===== src/include/dcpwm_defs.svh =====
// Constants of the dual channel pulse width modulator: register
// addresses, field positions, reset values and period base counts.
// Assumes nothing; definitions only.
`ifndef DCPWM_DEFS_SVH
`define DCPWM_DEFS_SVH

// Register addresses on the special function register bus
`define DCPWM_ADDR_DUTY_CH0 8'ha1
`define DCPWM_ADDR_DUTY_CH1 8'ha2
`define DCPWM_ADDR_CONTROL 8'hb2

// Reset values
`define DCPWM_RST_CONTROL 8'h00
`define DCPWM_RST_DUTY 8'h00

// Field positions in pulse_control
`define DCPWM_WIDTH_HI 7
`define DCPWM_WIDTH_LO 6
`define DCPWM_PRESC_HI 5
`define DCPWM_PRESC_LO 2
`define DCPWM_EN_CH1 1
`define DCPWM_EN_CH0 0

// Base count of one period, per width code (2^width - 1)
`define DCPWM_BASE_5 8'h1f
`define DCPWM_BASE_6 8'h3f
`define DCPWM_BASE_7 8'h7f
`define DCPWM_BASE_8 8'hff

// Read value of an unmapped address
`define DCPWM_RD_NONE 8'h00

`endif


===== src/include/dcpwm_pkg.sv =====
// Types of the dual channel pulse width modulator.
// Assumes the constants header is included by its users.
package dcpwm_pkg;
	// Counter width selected by the two top bits of pulse_control
	typedef enum logic [1:0] {
		DCPWM_W5,
		DCPWM_W6,
		DCPWM_W7,
		DCPWM_W8
	} dcpwm_width_t;
endpackage


===== src/design/dcpwm_top.sv =====
// Dual channel pulse width modulator with its three registers on the
// special function register bus of the controller core.
// Assumes the bus is synchronous to clk_sys_i and strobes last one cycle.
`timescale 1ns/100ps
`include "dcpwm_defs.svh"

module dcpwm_top (
	input wire logic clk_sys_i, // Core clock, 50 MHz
	input wire logic nrst_i, // Asynchronous reset, active low
	input wire logic [7:0] sfr_addr_i, // Register address
	input wire logic [7:0] sfr_wdata_i, // Write data
	input wire logic sfr_wr_i, // Write strobe, one cycle
	input wire logic sfr_rd_i, // Read strobe, one cycle
	output logic [7:0] sfr_rdata_o, // Read data, one cycle after strobe
	output logic pulse_out_ch0_o, // Channel 0 pin
	output logic pulse_out_ch1_o // Channel 1 pin
);

	logic [7:0] ctl_ff;
	logic [7:0] duty_ff [2];
	logic [3:0] pre_ff;
	logic [7:0] cnt_ff;
	logic [1:0] out_ff;
	logic [7:0] rdata_ff;
	logic [7:0] base;
	logic [3:0] presc;
	logic [1:0] en;
	logic tick;
	logic period_end;
	dcpwm_pkg::dcpwm_width_t width;

	// Decode of the shared control fields
	assign width = dcpwm_pkg::dcpwm_width_t'(
		ctl_ff[`DCPWM_WIDTH_HI:`DCPWM_WIDTH_LO]);
	assign presc = ctl_ff[`DCPWM_PRESC_HI:`DCPWM_PRESC_LO];
	assign en = {ctl_ff[`DCPWM_EN_CH1], ctl_ff[`DCPWM_EN_CH0]};

	// Base count doubles as the duty mask, since it is all ones
	always_comb begin
		unique case (width)
			dcpwm_pkg::DCPWM_W5: base = `DCPWM_BASE_5;
			dcpwm_pkg::DCPWM_W6: base = `DCPWM_BASE_6;
			dcpwm_pkg::DCPWM_W7: base = `DCPWM_BASE_7;
			dcpwm_pkg::DCPWM_W8: base = `DCPWM_BASE_8;
		endcase
	end

	// Control register write
	always_ff @(posedge clk_sys_i or negedge nrst_i) begin
		if (!nrst_i) begin
			ctl_ff <= `DCPWM_RST_CONTROL;
		end else if (sfr_wr_i && sfr_addr_i == `DCPWM_ADDR_CONTROL) begin
			ctl_ff <= sfr_wdata_i;
		end
	end

	// Read path; unmapped addresses read as zero
	always_ff @(posedge clk_sys_i or negedge nrst_i) begin
		if (!nrst_i) begin
			rdata_ff <= `DCPWM_RD_NONE;
		end else if (sfr_rd_i) begin
			unique case (sfr_addr_i)
				`DCPWM_ADDR_CONTROL: rdata_ff <= ctl_ff;
				`DCPWM_ADDR_DUTY_CH0: rdata_ff <= duty_ff[0];
				`DCPWM_ADDR_DUTY_CH1: rdata_ff <= duty_ff[1];
				default: rdata_ff <= `DCPWM_RD_NONE;
			endcase
		end
	end
	assign sfr_rdata_o = rdata_ff;

	// Prescaler: one tick every presc+1 core clocks
	// A prescale lowered mid count ticks at once rather than running to 15
	assign tick = (pre_ff >= presc);
	always_ff @(posedge clk_sys_i or negedge nrst_i) begin
		if (!nrst_i) begin
			pre_ff <= 4'h0;
		end else if (tick) begin
			pre_ff <= 4'h0;
		end else begin
			pre_ff <= pre_ff + 4'h1;
		end
	end

	// Shared period counter; >= covers a width shrunk mid period
	assign period_end = (cnt_ff >= base - 8'h01);
	always_ff @(posedge clk_sys_i or negedge nrst_i) begin
		if (!nrst_i) begin
			cnt_ff <= 8'h00;
		end else if (tick) begin
			if (period_end) begin
				cnt_ff <= 8'h00;
			end else begin
				cnt_ff <= cnt_ff + 8'h01;
			end
		end
	end

	// Per channel duty register and output; the comparison uses the duty
	// register directly, so a write moves the edge in the running period
	// and that period's duty lands between old and new
	for (genvar ch = 0; ch < 2; ch++) begin : g_ch
		logic [7:0] duty_addr;
		assign duty_addr = (ch == 0) ? `DCPWM_ADDR_DUTY_CH0
			: `DCPWM_ADDR_DUTY_CH1;

		always_ff @(posedge clk_sys_i or negedge nrst_i) begin
			if (!nrst_i) begin
				duty_ff[ch] <= `DCPWM_RST_DUTY;
			end else if (sfr_wr_i && sfr_addr_i == duty_addr) begin
				duty_ff[ch] <= sfr_wdata_i;
			end
		end

		always_ff @(posedge clk_sys_i or negedge nrst_i) begin
			if (!nrst_i) begin
				out_ff[ch] <= 1'b0;
			end else begin
				out_ff[ch] <= en[ch] && (cnt_ff < (duty_ff[ch] & base));
			end
		end
	end

	assign pulse_out_ch0_o = out_ff[0];
	assign pulse_out_ch1_o = out_ff[1];
endmodule


===== config.mk =====
export PLATFORM = sky130hd
export DESIGN_NAME = dcpwm_top
export DESIGN_NICKNAME = d
export VERILOG_FILES = /design/src/include/dcpwm_pkg.sv /design/src/design/dcpwm_top.sv
export VERILOG_INCLUDE_DIRS = /design/src /design/src/include
export SDC_FILE = /design/constraint.sdc
export NUM_CORES = 1
export LEC_CHECK = 0
export ABC_AREA = 1
export BUFFER_PORTS_ARGS = -buffer_cell sky130_fd_sc_hd__buf_2
export CELL_PAD_IN_SITES_DETAIL_PLACEMENT = 1
export CELL_PAD_IN_SITES_GLOBAL_PLACEMENT = 1
export CORE_UTILIZATION = 35
export DETAILED_ROUTE_END_ITERATION = 8
export GPL_TIMING_DRIVEN = 0
export PLACE_DENSITY_LB_ADDON = 0.1
export SLEW_MARGIN = 5
export SYNTH_ARGS = -nofsm -noshare
export SYNTH_HDL_FRONTEND = slang
export SYNTH_SLANG_ARGS = --single-unit

===== constraint.sdc =====
create_clock -name clk_sys_i -period 2.1 [get_ports clk_sys_i]
set_input_delay 0.105 -clock clk_sys_i [delete_from_list [all_inputs] [get_ports clk_sys_i]]
set_output_delay 0.105 -clock clk_sys_i [all_outputs]
set_load 0.01 [all_outputs]

# [Word level (Yosys, flattened, before mapping)]
# Cells that the tools add are included.
[word_totals] register_bits=46
[op_classes] muxes=4 bitwise=2 n_lt_le_gt_ge=4 n_eq_ne=6 addsub=3 n_reduce_logical=6
[ops] operator="$pmux W8 S4" count=1
[ops] operator="$eq A8 B8 Y1 const B" count=3
[ops] operator="$pmux W8 S3" count=1
[ops] operator="$and A8 B8 Y8" count=2
[ops] operator="$lt A8 B8 Y1" count=2
[ops] operator="$add A8 B1 Y8 const B" count=1
[ops] operator="$ge A8 B8 Y1" count=1
[ops] operator="$mux W8" count=1
[ops] operator="$sub A8 B1 Y8 const B" count=1
[ops] operator="$logic_and A1 B1 Y1" count=5
[ops] operator="$add A4 B1 Y4 const B" count=1
[ops] operator="$eq A2 B2 Y1 const B" count=2
[ops] operator="$ge A4 B4 Y1" count=1
[ops] operator="$mux W4" count=1
[ops] operator="$eq A2 B1 Y1 const B" count=1
[ops] operator="$logic_not A2 Y1" count=1

# [Logic depth before layout (Yosys ltp)]
# Gate-level depths: netlist of the first run.
[depth] word_depth=5 mapped_depth=10 ltp_nobuf=9

# [Worst setup path before layout of the first run]
# Ideal clock, no wire load.
[synth_timing] path_kind="register -> register" startpoint="register ctl_ff[7]" endpoint="register cnt_ff[5]" path_stages_with_launch=11 setup_slack_ns=0.548 path_buffers=1 t_required_ns=1.982 arrival_time_ns=1.434 cell_sequence="dfrtp_1 clkbuf_1 nand2_1 ha_1 nand2_1 nor2_1 nand2_1 nand2_1 inv_1 nand3_1 nand2_1"
[synth_between] elab_chain_cells=5 word_cells_on_any_way=8 classes_between="add/sub (1); order compare (1); eq/ne (3); mux (2); reduce/logical (1)"
[synth_lines] element="start: declaration" line="dcpwm_top.sv:19" text="logic [7:0] ctl_ff;"
[synth_lines] element="start signal: assignment" line="dcpwm_top.sv:51" text="ctl_ff <= `DCPWM_RST_CONTROL;"
[synth_lines] element="start signal: assignment" line="dcpwm_top.sv:53" text="ctl_ff <= sfr_wdata_i;"
[synth_lines] element="$eq A2 B2 Y1 (tied with other cells)" line="dcpwm_top.sv:40" text="unique case (width)"
[synth_lines] element="$pmux W8 S4 (*)" line="dcpwm_top.sv:40"
[synth_lines] element="$sub A8 B1 Y8 (*)" line="dcpwm_top.sv:86" text="assign period_end = (cnt_ff >= base - 8'h01);"
[synth_lines] element="$ge A8 B8 Y1 (*)" line="dcpwm_top.sv:86"
[synth_lines] element="$mux W8 (*)" line="dcpwm_top.sv:91" text="if (period_end) begin"
[synth_lines] element="end signal: assignment" line="dcpwm_top.sv:94" text="cnt_ff <= cnt_ff + 8'h01;"
[synth_lines] element="end: declaration" line="dcpwm_top.sv:22" text="logic [7:0] cnt_ff;"
# Every way passes the cells marked *; elsewhere a longest branch is shown, timed or not. The select of a mux whose other input is x is not followed.
# A chain may end at the register's enable or synchronous reset.

# [Final worst setup path of the first run]
[layout_timing] startpoint="register ctl_ff[7]" endpoint="register cnt_ff[2]"
# Same word-level chain as after synthesis.

==> metrics.md, run 1 <==
| Metric | Value |
|---|---|
| Status | finished clean |
| IO Count | 30 |
| Initial Utilization | 37.1% |
| Most common cell after layout, fill and taps aside | nand2_1 |
| CP max stage delay | 330 ps |
| Most frequent cells in the layout | nand2_1 (94), dfrtp_1 (46), nand3_1 (42) |
| Post-route ant nets | 0 |
| R2R Path Start | ctl_ff[7] |
| Crit path kind | register to register |
| Worst EP arrival | 2090 ps |
| Num CTS Buffers | 5 |
| Critical path startpoint | ctl_ff[7] |
| Via count | 2411 |
| DR iter-0 viols | 92 |
| Cells after Synth | 352 |
| Buffers & Inverters on Critical Path | 3 |
| Slowest-stage cell, CP | dfrtp_1 |
| First-pass GRT wire length | 12800 um |
| DRC | 0 |
| Flop-to-flop setup slack | 250 ps |
| Syn-to-layout area delta | 13.0% |
| Seq/Total Area, Yosys | 39.4% |
| DPL Wire Length | 5620 um |
| Die ar. | 0.00872 mm2 |
| Fin worst setup slack | 252 ps |
| Finish-stage setup viols | 0 |
| Post-CTS setup buffers | 0 |
| Root Driver | clkbuf_8 |
| Worst vdd ir | 0.369 mV |
| Ys Warns | 0 |
| Number of global-route vias before repair | 2516 |
| Initial antenna violation count | 0 |
| Clock Skews | 11.6 ps |
| Final WL | 7400 um |
| Diode count | 0 |
| Clock buffer depth | 2 |
| Syn nets | 396 |
| Critical path endpoint category | register |
| CTS Sinks | 46 |
| Worst-Skew Late Latency | 300 ps |
| Final Max Slew Viols | 0 |
| Layout cell share with drive strength beyond 1 | 19.1% |
| Startpoint types | register |
| Least-Margin Pin Slew | 1100 ps |
| Min Tclk post-route | 1850 ps |
| Placer Congestion | 0.755 |
| Fill cell count | 960 |
| Die Wd | 93.4 um |
| DR WL/cell | 15.1 um |
| Slew Limit Headroom | 26.5% |
| PwrDens | 732 mW/mm2 |
| #FFs+latches synth | 46 |
| Htree depth | 2 |
| Vias per cell | 4.92 |
| Avg Cell Area, Syn | 8.30 um2 |
| Total GRT Usage | 19.0% |
| Clk slew on worst S/H paths | 100 ps |
| Die Span Y | 93.4 um |
| Post-DP Area | 0.00319 mm2 |
| Detailed Routing Iterations Pass 1 | 4 |
| Mapped Area | 0.00292 mm2 |
| CP cell instances | clkbuf_1 -> nand2_1 -> ha_1 -> nand2_1 -> inv_1 -> a21oi_1 -> nand2_1 -> inv_1 -> nand3_1 -> nand2_1 |
| Nets | 431 |
| Final Hold Viols | 0 |
| Max FO, Critical Path | 10 |
| Unrepaired setup endpoints after global routing | no |
| Multi-input gate area in the final layout | 0.00154 mm2 |
| Most used cell, CP | nand2_1 |
| R2r endpoint | cnt_ff[2] |
| Post-route setup TNS | 0 ps |
| Total power | 2.42 mW |
| Post-synth EDFFs | 0 |
| Max Cap Viol | 0 |
| Synth unique cells | 30 |
| Ys async rst share | 100% |
| LEAKAGE | 1.84 nW |
| Hold_buf cts | 0 |
| IO Port Bufs | 28 |
| CTS tree | built |
| CP top delay family | buffers and inverters |
| FMAX | 0.541 GHz |
| CP required | 2340 ps |
| Total grt overflow | 0 |
| CTS resizes | 0 |
| # rows | 32 |
| Period utilization | 88.0% |
| Design Area, Final | 0.00330 mm2 |
| Dpl ws | 222 ps |
| Ys flop type | dfrtp_1 |
| Worst reg2reg path depth | 10 |
| Register area | 0.00115 mm2 |
| Largest net degree at the start of global routing | 47 |
| HP Class | input pin to async pin |
| Core outline area | 0.00789 mm2 |
-- logic make-up after synthesis --
kind of cell,after synthesis,synth area share [%]
xor gates and xnor gates,6,1.80
and+or+nand+nor,190,32.3
DFF,46,39.4
buffers and inverters,49,7.92
adders and majority gates,24,10.3
AOI/OAI and AO/OA,37,8.35
-- Yosys cell counts, types with 3 or more instances --
cell | n | area (um2)
dfrtp_1 | 46 | 1150
nand2_2 | 7 | 43.8
o21ai_1 | 7 | 35.0
nand3_1 | 42 | 210
nor2_1 | 25 | 93.8
o21ai_2 | 7 | 61.3
o21ai_0 | 3 | 15.0
nand4_1 | 8 | 50.1
nor2_8 | 4 | 80.1
buf_4 | 3 | 22.5
nand2_4 | 4 | 45.0
inv_1 | 37 | 139
o21a_1 | 7 | 52.6
xor2_1 | 5 | 43.8
nand2_1 | 94 | 353
clkbuf_1 | 3 | 11.3
ha_1 | 24 | 300
a21oi_1 | 11 | 55.1
-- power breakdown --
group / switching, mW / internal, mW / total [mW]
Combinational: 0.380 / 0.242 / 0.622
Clock: 0.335 / 0.358 / 0.693
Sequential: 0.109 / 0.995 / 1.10
-- through the flow --
step                hold WS (ps)  utilization, %  std cells
floorplan                   -191               -        352
global placement             325            40.5        482
detailed placement           336            40.5        482
CTS                         11.2            41.9        490
global route                10.3            41.9        490
finish                      7.95            41.9        490
-- sequential cells by signal, summed over array words and instances, names as in the netlist --
register,cells
cnt_ff,8
duty_ff,16
sfr_rdata_o,8
pre_ff,4
ctl_ff,8
pulse_out_ch0_o,1
pulse_out_ch1_o,1
-- layer usage --
| layer | global-route usage, % | vias to the layer above | wire [um] | part of all wire, % |
|---|---|---|---|---|
| met5 | 0 | - | 0 | 0 |
| met4 | 4.87 | 0 | 127 | 1.7 |
| met3 | 2.76 | 9 | 180 | 2.4 |
| met2 | 32.4 | 31 | 3570 | 48 |
| met1 | 25.1 | 1160 | 3520 | 48 |
| li1 | - | 1211 | - | - |
-- how the worst max path moves through the flow --
stage	to	slack, ps	cells past startpoint
2_1_floorplan	cnt_ff[5]	550	10
3_3_place_gp	cnt_ff[2]	260	10
4_1_cts	cnt_ff[2]	190	10
3_5_place_dp	cnt_ff[2]	220	10
6_report	cnt_ff[2]	250	10
5_1_grt	cnt_ff[0]	50	10
-- area by class of cell --
cell class,count,share of cell area (%)
repair buffers,28,4.24
well taps,102,3.86
flip-flops and latches,46,34.8
multi-input cells,257,46.6
clock inverters,3,1.33
inverters,39,4.43
plain buffers,10,2.58
clock buffers,5,2.08
-- worst reg2reg max path, cell delays in order, from the launching register on --
cell,delay (ps)
dfrtp_1,330
clkbuf_1,310
nand2_1,100
ha_1,310
nand2_1,90
inv_1,40
a21oi_1,130
nand2_1,150
inv_1,160
nand3_1,100
nand2_1,60
Note: power is estimated with default switching activity, not from simulation.
==> inputs of run 2 (changes only) <==
GPL_TIMING_DRIVEN = 1   (was 0)
==> run 2 against run 1 <==
Sequential power hardly changed; cell count fell by 0.82%; critical path type unchanged; worst hold slack better by 18 ps; sequential share of layout area increased by 0.71 points; flip-flop and latch count unchanged; worst setup slack improved by 190 ps; count of clock-buffer cells in the layout grew 1; largest cell class unchanged; wire length shrank 0.34%.
==> metrics.md, run 2 (same netlist as run 1, synthesis figures left out) <==
| Metric | Value |
|---|---|
| Nets | 427 (-0.93%) |
| DR iter-0 viols | 58 (-37%) |
| First-pass GRT wire length | 12600 um (-1.0%) |
| Status | finished clean |
| Max FO, Critical Path | 12 (+2) |
| CTS Sinks | 46 (unchanged) |
| Initial antenna violation count | 0 (unchanged) |
| Sw Ratio | 36.0% (+1.9 points) |
| Final non-filler cell total | 486 (-0.82%) |
| Number of global-route vias before repair | 2520 (+0.16%) |
| Register with the most flip-flops | duty_ff |
| Clk slew on worst S/H paths | 100 ps (about the same) |
| Worst EP arrival | 1850 ps (-240 ps) |
| Die Wd | 93.4 um (unchanged) |
| Placed cells | 477 (-1.0%) |
| Root Driver | clkbuf_8 |
| Flip-flop count of the largest register after layout | 16 (unchanged) |
| Finish-stage setup viols | 0 (unchanged) |
| Total grt overflow | 0 (unchanged) |
| Slew Limit Headroom | 58.4% (+32 points) |
| Layout cell share with drive strength beyond 1 | 18.5% (-0.58 points) |
| Via count | 2368 (-1.8%) |
| Startpoint types | register |
| DR WL/cell | 15.2 um (+0.48%) |
| Htree depth | 2 (unchanged) |
| Final Max Slew Viols | 0 (unchanged) |
| Most common cell after layout, fill and taps aside | nand2_1 |
| Placer Congestion | 0.779 (+3.1%) |
| Core outline area | 0.00789 mm2 (unchanged) |
| Clock buffer depth | 2 (unchanged) |
| CTS tree | built |
| Worst-Skew Late Latency | 310 ps (about the same) |
| DPL Wire Length | 5630 um (+0.18%) |
| CTS resizes | 0 (unchanged) |
| PwrDens | 705 mW/mm2 (-3.7%) |
| Clock Skews | 8.46 ps (-3.17 ps) |
| Critical path endpoint category | register |
| Post-route setup TNS | 0 ps (unchanged) |
| Diode count | 0 (unchanged) |
| IO Port Bufs | 29 (+3.6%) |
| Unrepaired setup endpoints after global routing | no |
| CP required | 2300 ps (-40 ps) |
| Detailed Routing Iterations Pass 1 | 4 (unchanged) |
| WHS | 26.1 ps (+18.2 ps) |
| Net Sw Power | 821 uW (-0.38%) |
| Combinational share of power | 25.8% (about the same) |
| Largest net degree at the start of global routing | 47 (unchanged) |
| Max Cap Viol | 0 (unchanged) |
| Min Tclk post-route | 1650 ps (-194 ps) |
| Flop pwr share | 49.5% (+3.9 points) |
| Initial Utilization | 37.1% (unchanged) |
| Final Hold Viols | 0 (unchanged) |
| # rows | 32 (unchanged) |
| Vias per cell | 4.87 (-0.98%) |
| Internal power | 1.46 mW (-8.4%) |
| Clock power frac | 24.7% (-3.9 points) |
| Die ar. | 0.00872 mm2 (unchanged) |
| DRC | 0 (unchanged) |
| Least-Margin Pin Slew | 625 ps (-478 ps) |
| Syn-to-layout area delta | 10.7% |
| Final WL | 7370 um (-0.34%) |
| Total GRT Usage | 19.1% (+0.059 points) |
| Num CTS Buffers | 5 (unchanged) |
| Most frequent cells in the layout | nand2_1 (94), dfrtp_1 (46), nand3_1 (42) |
| Crit path kind | register to register |
| Worst vdd ir | 0.456 mV (+23%) |
| Post-route ant nets | 0 (unchanged) |
| LEAKAGE | 1.80 nW (-1.7%) |
| Period utilization | 78.8% (-9.3 points) |
| HP Class | input pin to register |
| Die Span Y | 93.4 um (unchanged) |
| FMAX | 0.605 GHz (+12%) |
| IO Count | 30 (unchanged) |
[run 2: what timing repair did]
item	in CTS	in global routing
setup buffers	0	0
hold endpoints to repair	46	0
hold buffers	1	0
[run 2: final cells by class]
cell class              instances  area [um2]
flip-flops and latches         46        1150
inverters                      39         146
multi-input cells             257        1540
well taps                     102         128
clock inverters                 2        13.8
fillers                       955        4650
repair buffers                 34         185
clock buffers                   6        72.6
[run 2: critical path: stages, from the launching register on]
cell and delay (ps):
dfrtp_1 360, inv_1 60, ha_1 310, inv_1 60
nor2_1 50, o21ai_4 230, nand3_2 260, nand3_1 160
nand2_1 50
[run 2: through the flow]
stage / setup slack, ps / utilization [%] / instance area [um2] / power, mW
after global routing: 204 / 41.0 / 3240 / 2.46
after CTS: 409 / 41.0 / 3240 / 2.33
after floorplan: 548 / - / 2920 / 1.56
after global placement: 458 / 39.8 / 3140 / 1.74
after detailed placement: 432 / 39.8 / 3140 / 1.75
final: 446 / 41.0 / 3240 / 2.28
[run 2: metal layers]
layer | part of all wire, % | up-vias | GRT usage (%)
met5 | 0 | - | 0
met4 | 0.80 | 0 | 3.85
met3 | 2.3 | 5 | 2.93
met2 | 49 | 29 | 32.7
met1 | 48 | 1133 | 25.4
li1 | - | 1201 | -
[run 2: power groups by stage]
stage	registers, mW	logic, mW	clock network [mW]
finish	1.13	0.589	0.563
global route	1.15	0.697	0.616
CTS	1.13	0.609	0.587
detailed placement	1.15	0.603	0
global placement	1.15	0.586	0
floorplan	1.09	0.468	0
[run 2: worst paths after layout]
check                          startpoint        endpoint  slack, ps  depth (start not counted)
max reg2reg                     ctl_ff[3]       cnt_ff[5]        450                          8
min reg2reg                sfr_rdata_o[2]  sfr_rdata_o[2]        480                          2
min in group asynchronous          nrst_i       ctl_ff[0]        420                          3
min                        sfr_wdata_i[5]       ctl_ff[5]         30                          3
max in group asynchronous          nrst_i       cnt_ff[4]       1250                          3
max                             ctl_ff[3]       cnt_ff[5]        450                          8
==> inputs of run 3 (changes only) <==
clock period = 1.48 ns   (was 2.1 ns; I/O delays follow)
==> run 3 against run 2 <==
The flow now finishes with violations (negative setup slack); maximum frequency increased by 9.9%; utilization increased by 5.5 points; combinational power increased by 120%; die area unchanged; worst hold slack got worse by 21 ps; register-to-register slack got worse by 470 ps; via count increased by 10%; flip-flop and latch count unchanged; first-iteration DRC count decreased by 21%; largest power group unchanged; highest routed layer unchanged.
==> metrics.md, run 3 (same netlist as run 1, synthesis figures left out) <==
| Metric | Value |
|---|---|
| Failing checks | negative setup slack |
| Syn-to-layout area delta | 25.5% |
| Startpoint types | register |
| Via count | 2612 (+10%) |
| # rows | 32 (unchanged) |
| First-pass GRT wire length | 12900 um (+2.2%) |
| Num CTS Buffers | 5 (unchanged) |
| Max FO, Critical Path | 6 (-6) |
| IO Port Bufs | 29 (unchanged) |
| Final Hold Viols | 0 (unchanged) |
| CTS Sinks | 46 (unchanged) |
| IO Count | 30 (unchanged) |
| Finish-stage setup viols | 4 (+4) |
| Initial antenna violation count | 0 (unchanged) |
| Die Wd | 93.4 um (unchanged) |
| Fin worst setup slack | -24.5 ps (-470 ps) |
| Die ar. | 0.00872 mm2 (unchanged) |
| Htree depth | 2 (unchanged) |
| Die Span Y | 93.4 um (unchanged) |
| Core outline area | 0.00789 mm2 (unchanged) |
| DRC | 0 (unchanged) |
| Register with the most flip-flops | duty_ff |
| Min Tclk post-route | 1500 ps (-150 ps) |
| Crit path kind | register to register |
| Max Cap Viol | 0 (unchanged) |
| Total GRT Usage | 19.2% (+0.18 points) |
| LEAKAGE | 1.99 nW (+10%) |
| Post-route ant nets | 0 (unchanged) |
| Register area | 0.00115 mm2 (+0.11%) |
| Clk slew on worst S/H paths | 100 ps (about the same) |
| FMAX | 0.665 GHz (+9.9%) |
| Dpl ws | -87.1 ps (-519 ps) |
| Largest net degree at the start of global routing | 47 (unchanged) |
| Slew Limit Headroom | 76.2% (+18 points) |
| DR WL/cell | 15.1 um (-0.62%) |
| Worst EP arrival | 1700 ps (-150 ps) |
| Layout cell share with drive strength beyond 1 | 30.5% (+12 points) |
| Worst-Skew Late Latency | 310 ps (about the same) |
| Critical path endpoint category | register |
| Clock buffer depth | 2 (unchanged) |
| Fill cell count | 985 (+3.1%) |
| PwrDens | 1000 mW/mm2 (+42%) |
| Vias per cell | 5.01 (+2.9%) |
| Least-Margin Pin Slew | 357 ps (-268 ps) |
| Initial Utilization | 37.1% (unchanged) |
| Clock Skews | 12.8 ps (+4.31 ps) |
| Detailed Routing Iterations Pass 1 | 4 (unchanged) |
| Total grt overflow | 0 (unchanged) |
| Multi-input gate area in the final layout | 0.00166 mm2 (+8.0%) |
| Worst vdd ir | 0.567 mV (+24%) |
| Total power | 3.68 mW (+61%) |
| Diode count | 0 (unchanged) |
| Root Driver | clkbuf_8 |
| Flip-flop count of the largest register after layout | 16 (unchanged) |
| Number of global-route vias before repair | 2687 (+6.6%) |
| Most common cell after layout, fill and taps aside | nand2_1 |
| HP Class | input pin to register |
| Status | finished with violations |
| CTS tree | built |
| DPL Wire Length | 6000 um (+6.4%) |
| Nets | 462 (+8.2%) |
| Unrepaired setup endpoints after global routing | yes |
| Final Max Slew Viols | 0 (unchanged) |
| Most frequent cells in the layout | nand2_1 (89), dfrtp_1 (45), nand3_1 (38) |
| CP required | 1680 ps (-620 ps) |
| Placer Congestion | 0.807 (+3.7%) |
| Final WL | 7850 um (+6.5%) |
| DR iter-0 viols | 46 (-21%) |
| Period utilization | 102% (+23 points) |
## run 3: cell types whose count changed in the layout (fill, tap and decap cells not counted), moves of 4 or more
cell / change
buf_4: +26
nand2_1: -5
nand3_1: -4
nand2_2: +5
inv_1: -4
inv_2: +4
## run 3: stage by stage
stage,util [%],std cells,hold slack [ps],cell area (um2),TNS [ps]
after floorplan,-,352,-222,2940,0
after global placement,42.6,502,85.9,3360,-68.8
after detailed placement,42.6,502,101,3360,-609
after CTS,44.7,515,1.71,3520,0
after global routing,46.5,521,19.3,3670,-854
final,46.5,521,5.36,3670,-79.7
## run 3: final cells by class
type | instances | share of cell area, %
Sequential cell | 46 | 31.4
Clock buffer | 5 | 1.88
Multi-Input combinational cell | 258 | 45.4
Timing Repair Buffer | 68 | 13.2
Inverter | 39 | 3.99
Clock inverter | 3 | 0.648
Tap cell | 102 | 3.48
## run 3: metal layers
layer,global-route usage (%),wire [um]
met5,0,0
met2,34.8,4090
met4,3.85,36
met3,2.93,146
met1,24.2,3580
## run 3: power breakdown
part	leakage (nW)	switching (mW)	internal, mW
clock	0.0408	0.491	0.339
combinational	1.40	0.683	0.596
sequential	0.553	0.162	1.41
total	1.99	1.34	2.35
## run 3: final timing paths
path / startpoint / to / slack (ps) / cells past startpoint
worst max-delay path: pre_ff[1] / cnt_ff[6] / -20 / 7
worst min-delay path: sfr_wdata_i[0] / ctl_ff[0] / 5 / 3
worst max register to register: pre_ff[1] / cnt_ff[6] / -20 / 7
worst min register to register: sfr_rdata_o[1] / sfr_rdata_o[1] / 480 / 2
max in group asynchronous: nrst_i / ctl_ff[7] / 950 / 3
min in group asynchronous: nrst_i / ctl_ff[2] / 290 / 3
## run 3: critical path, cell delays in order, from the launching register on
cell and delay [ps]:
dfrtp_1 400, ha_1 310, inv_1 70, nor2_2 50, o21ai_4 240, nand3_4 160
nand3_2 110, nand2_1 50
## run 3: timing repair
action | CTS | global route
cloned | 0 | 1
setup buffers | 1 | 5
endpoints found under the setup margin | 14 | 12
hold buffers | 4 | 0
resized for setup | 7 | 25
endpoints found under the hold margin | 49 | 0
pin swaps | 1 | 16
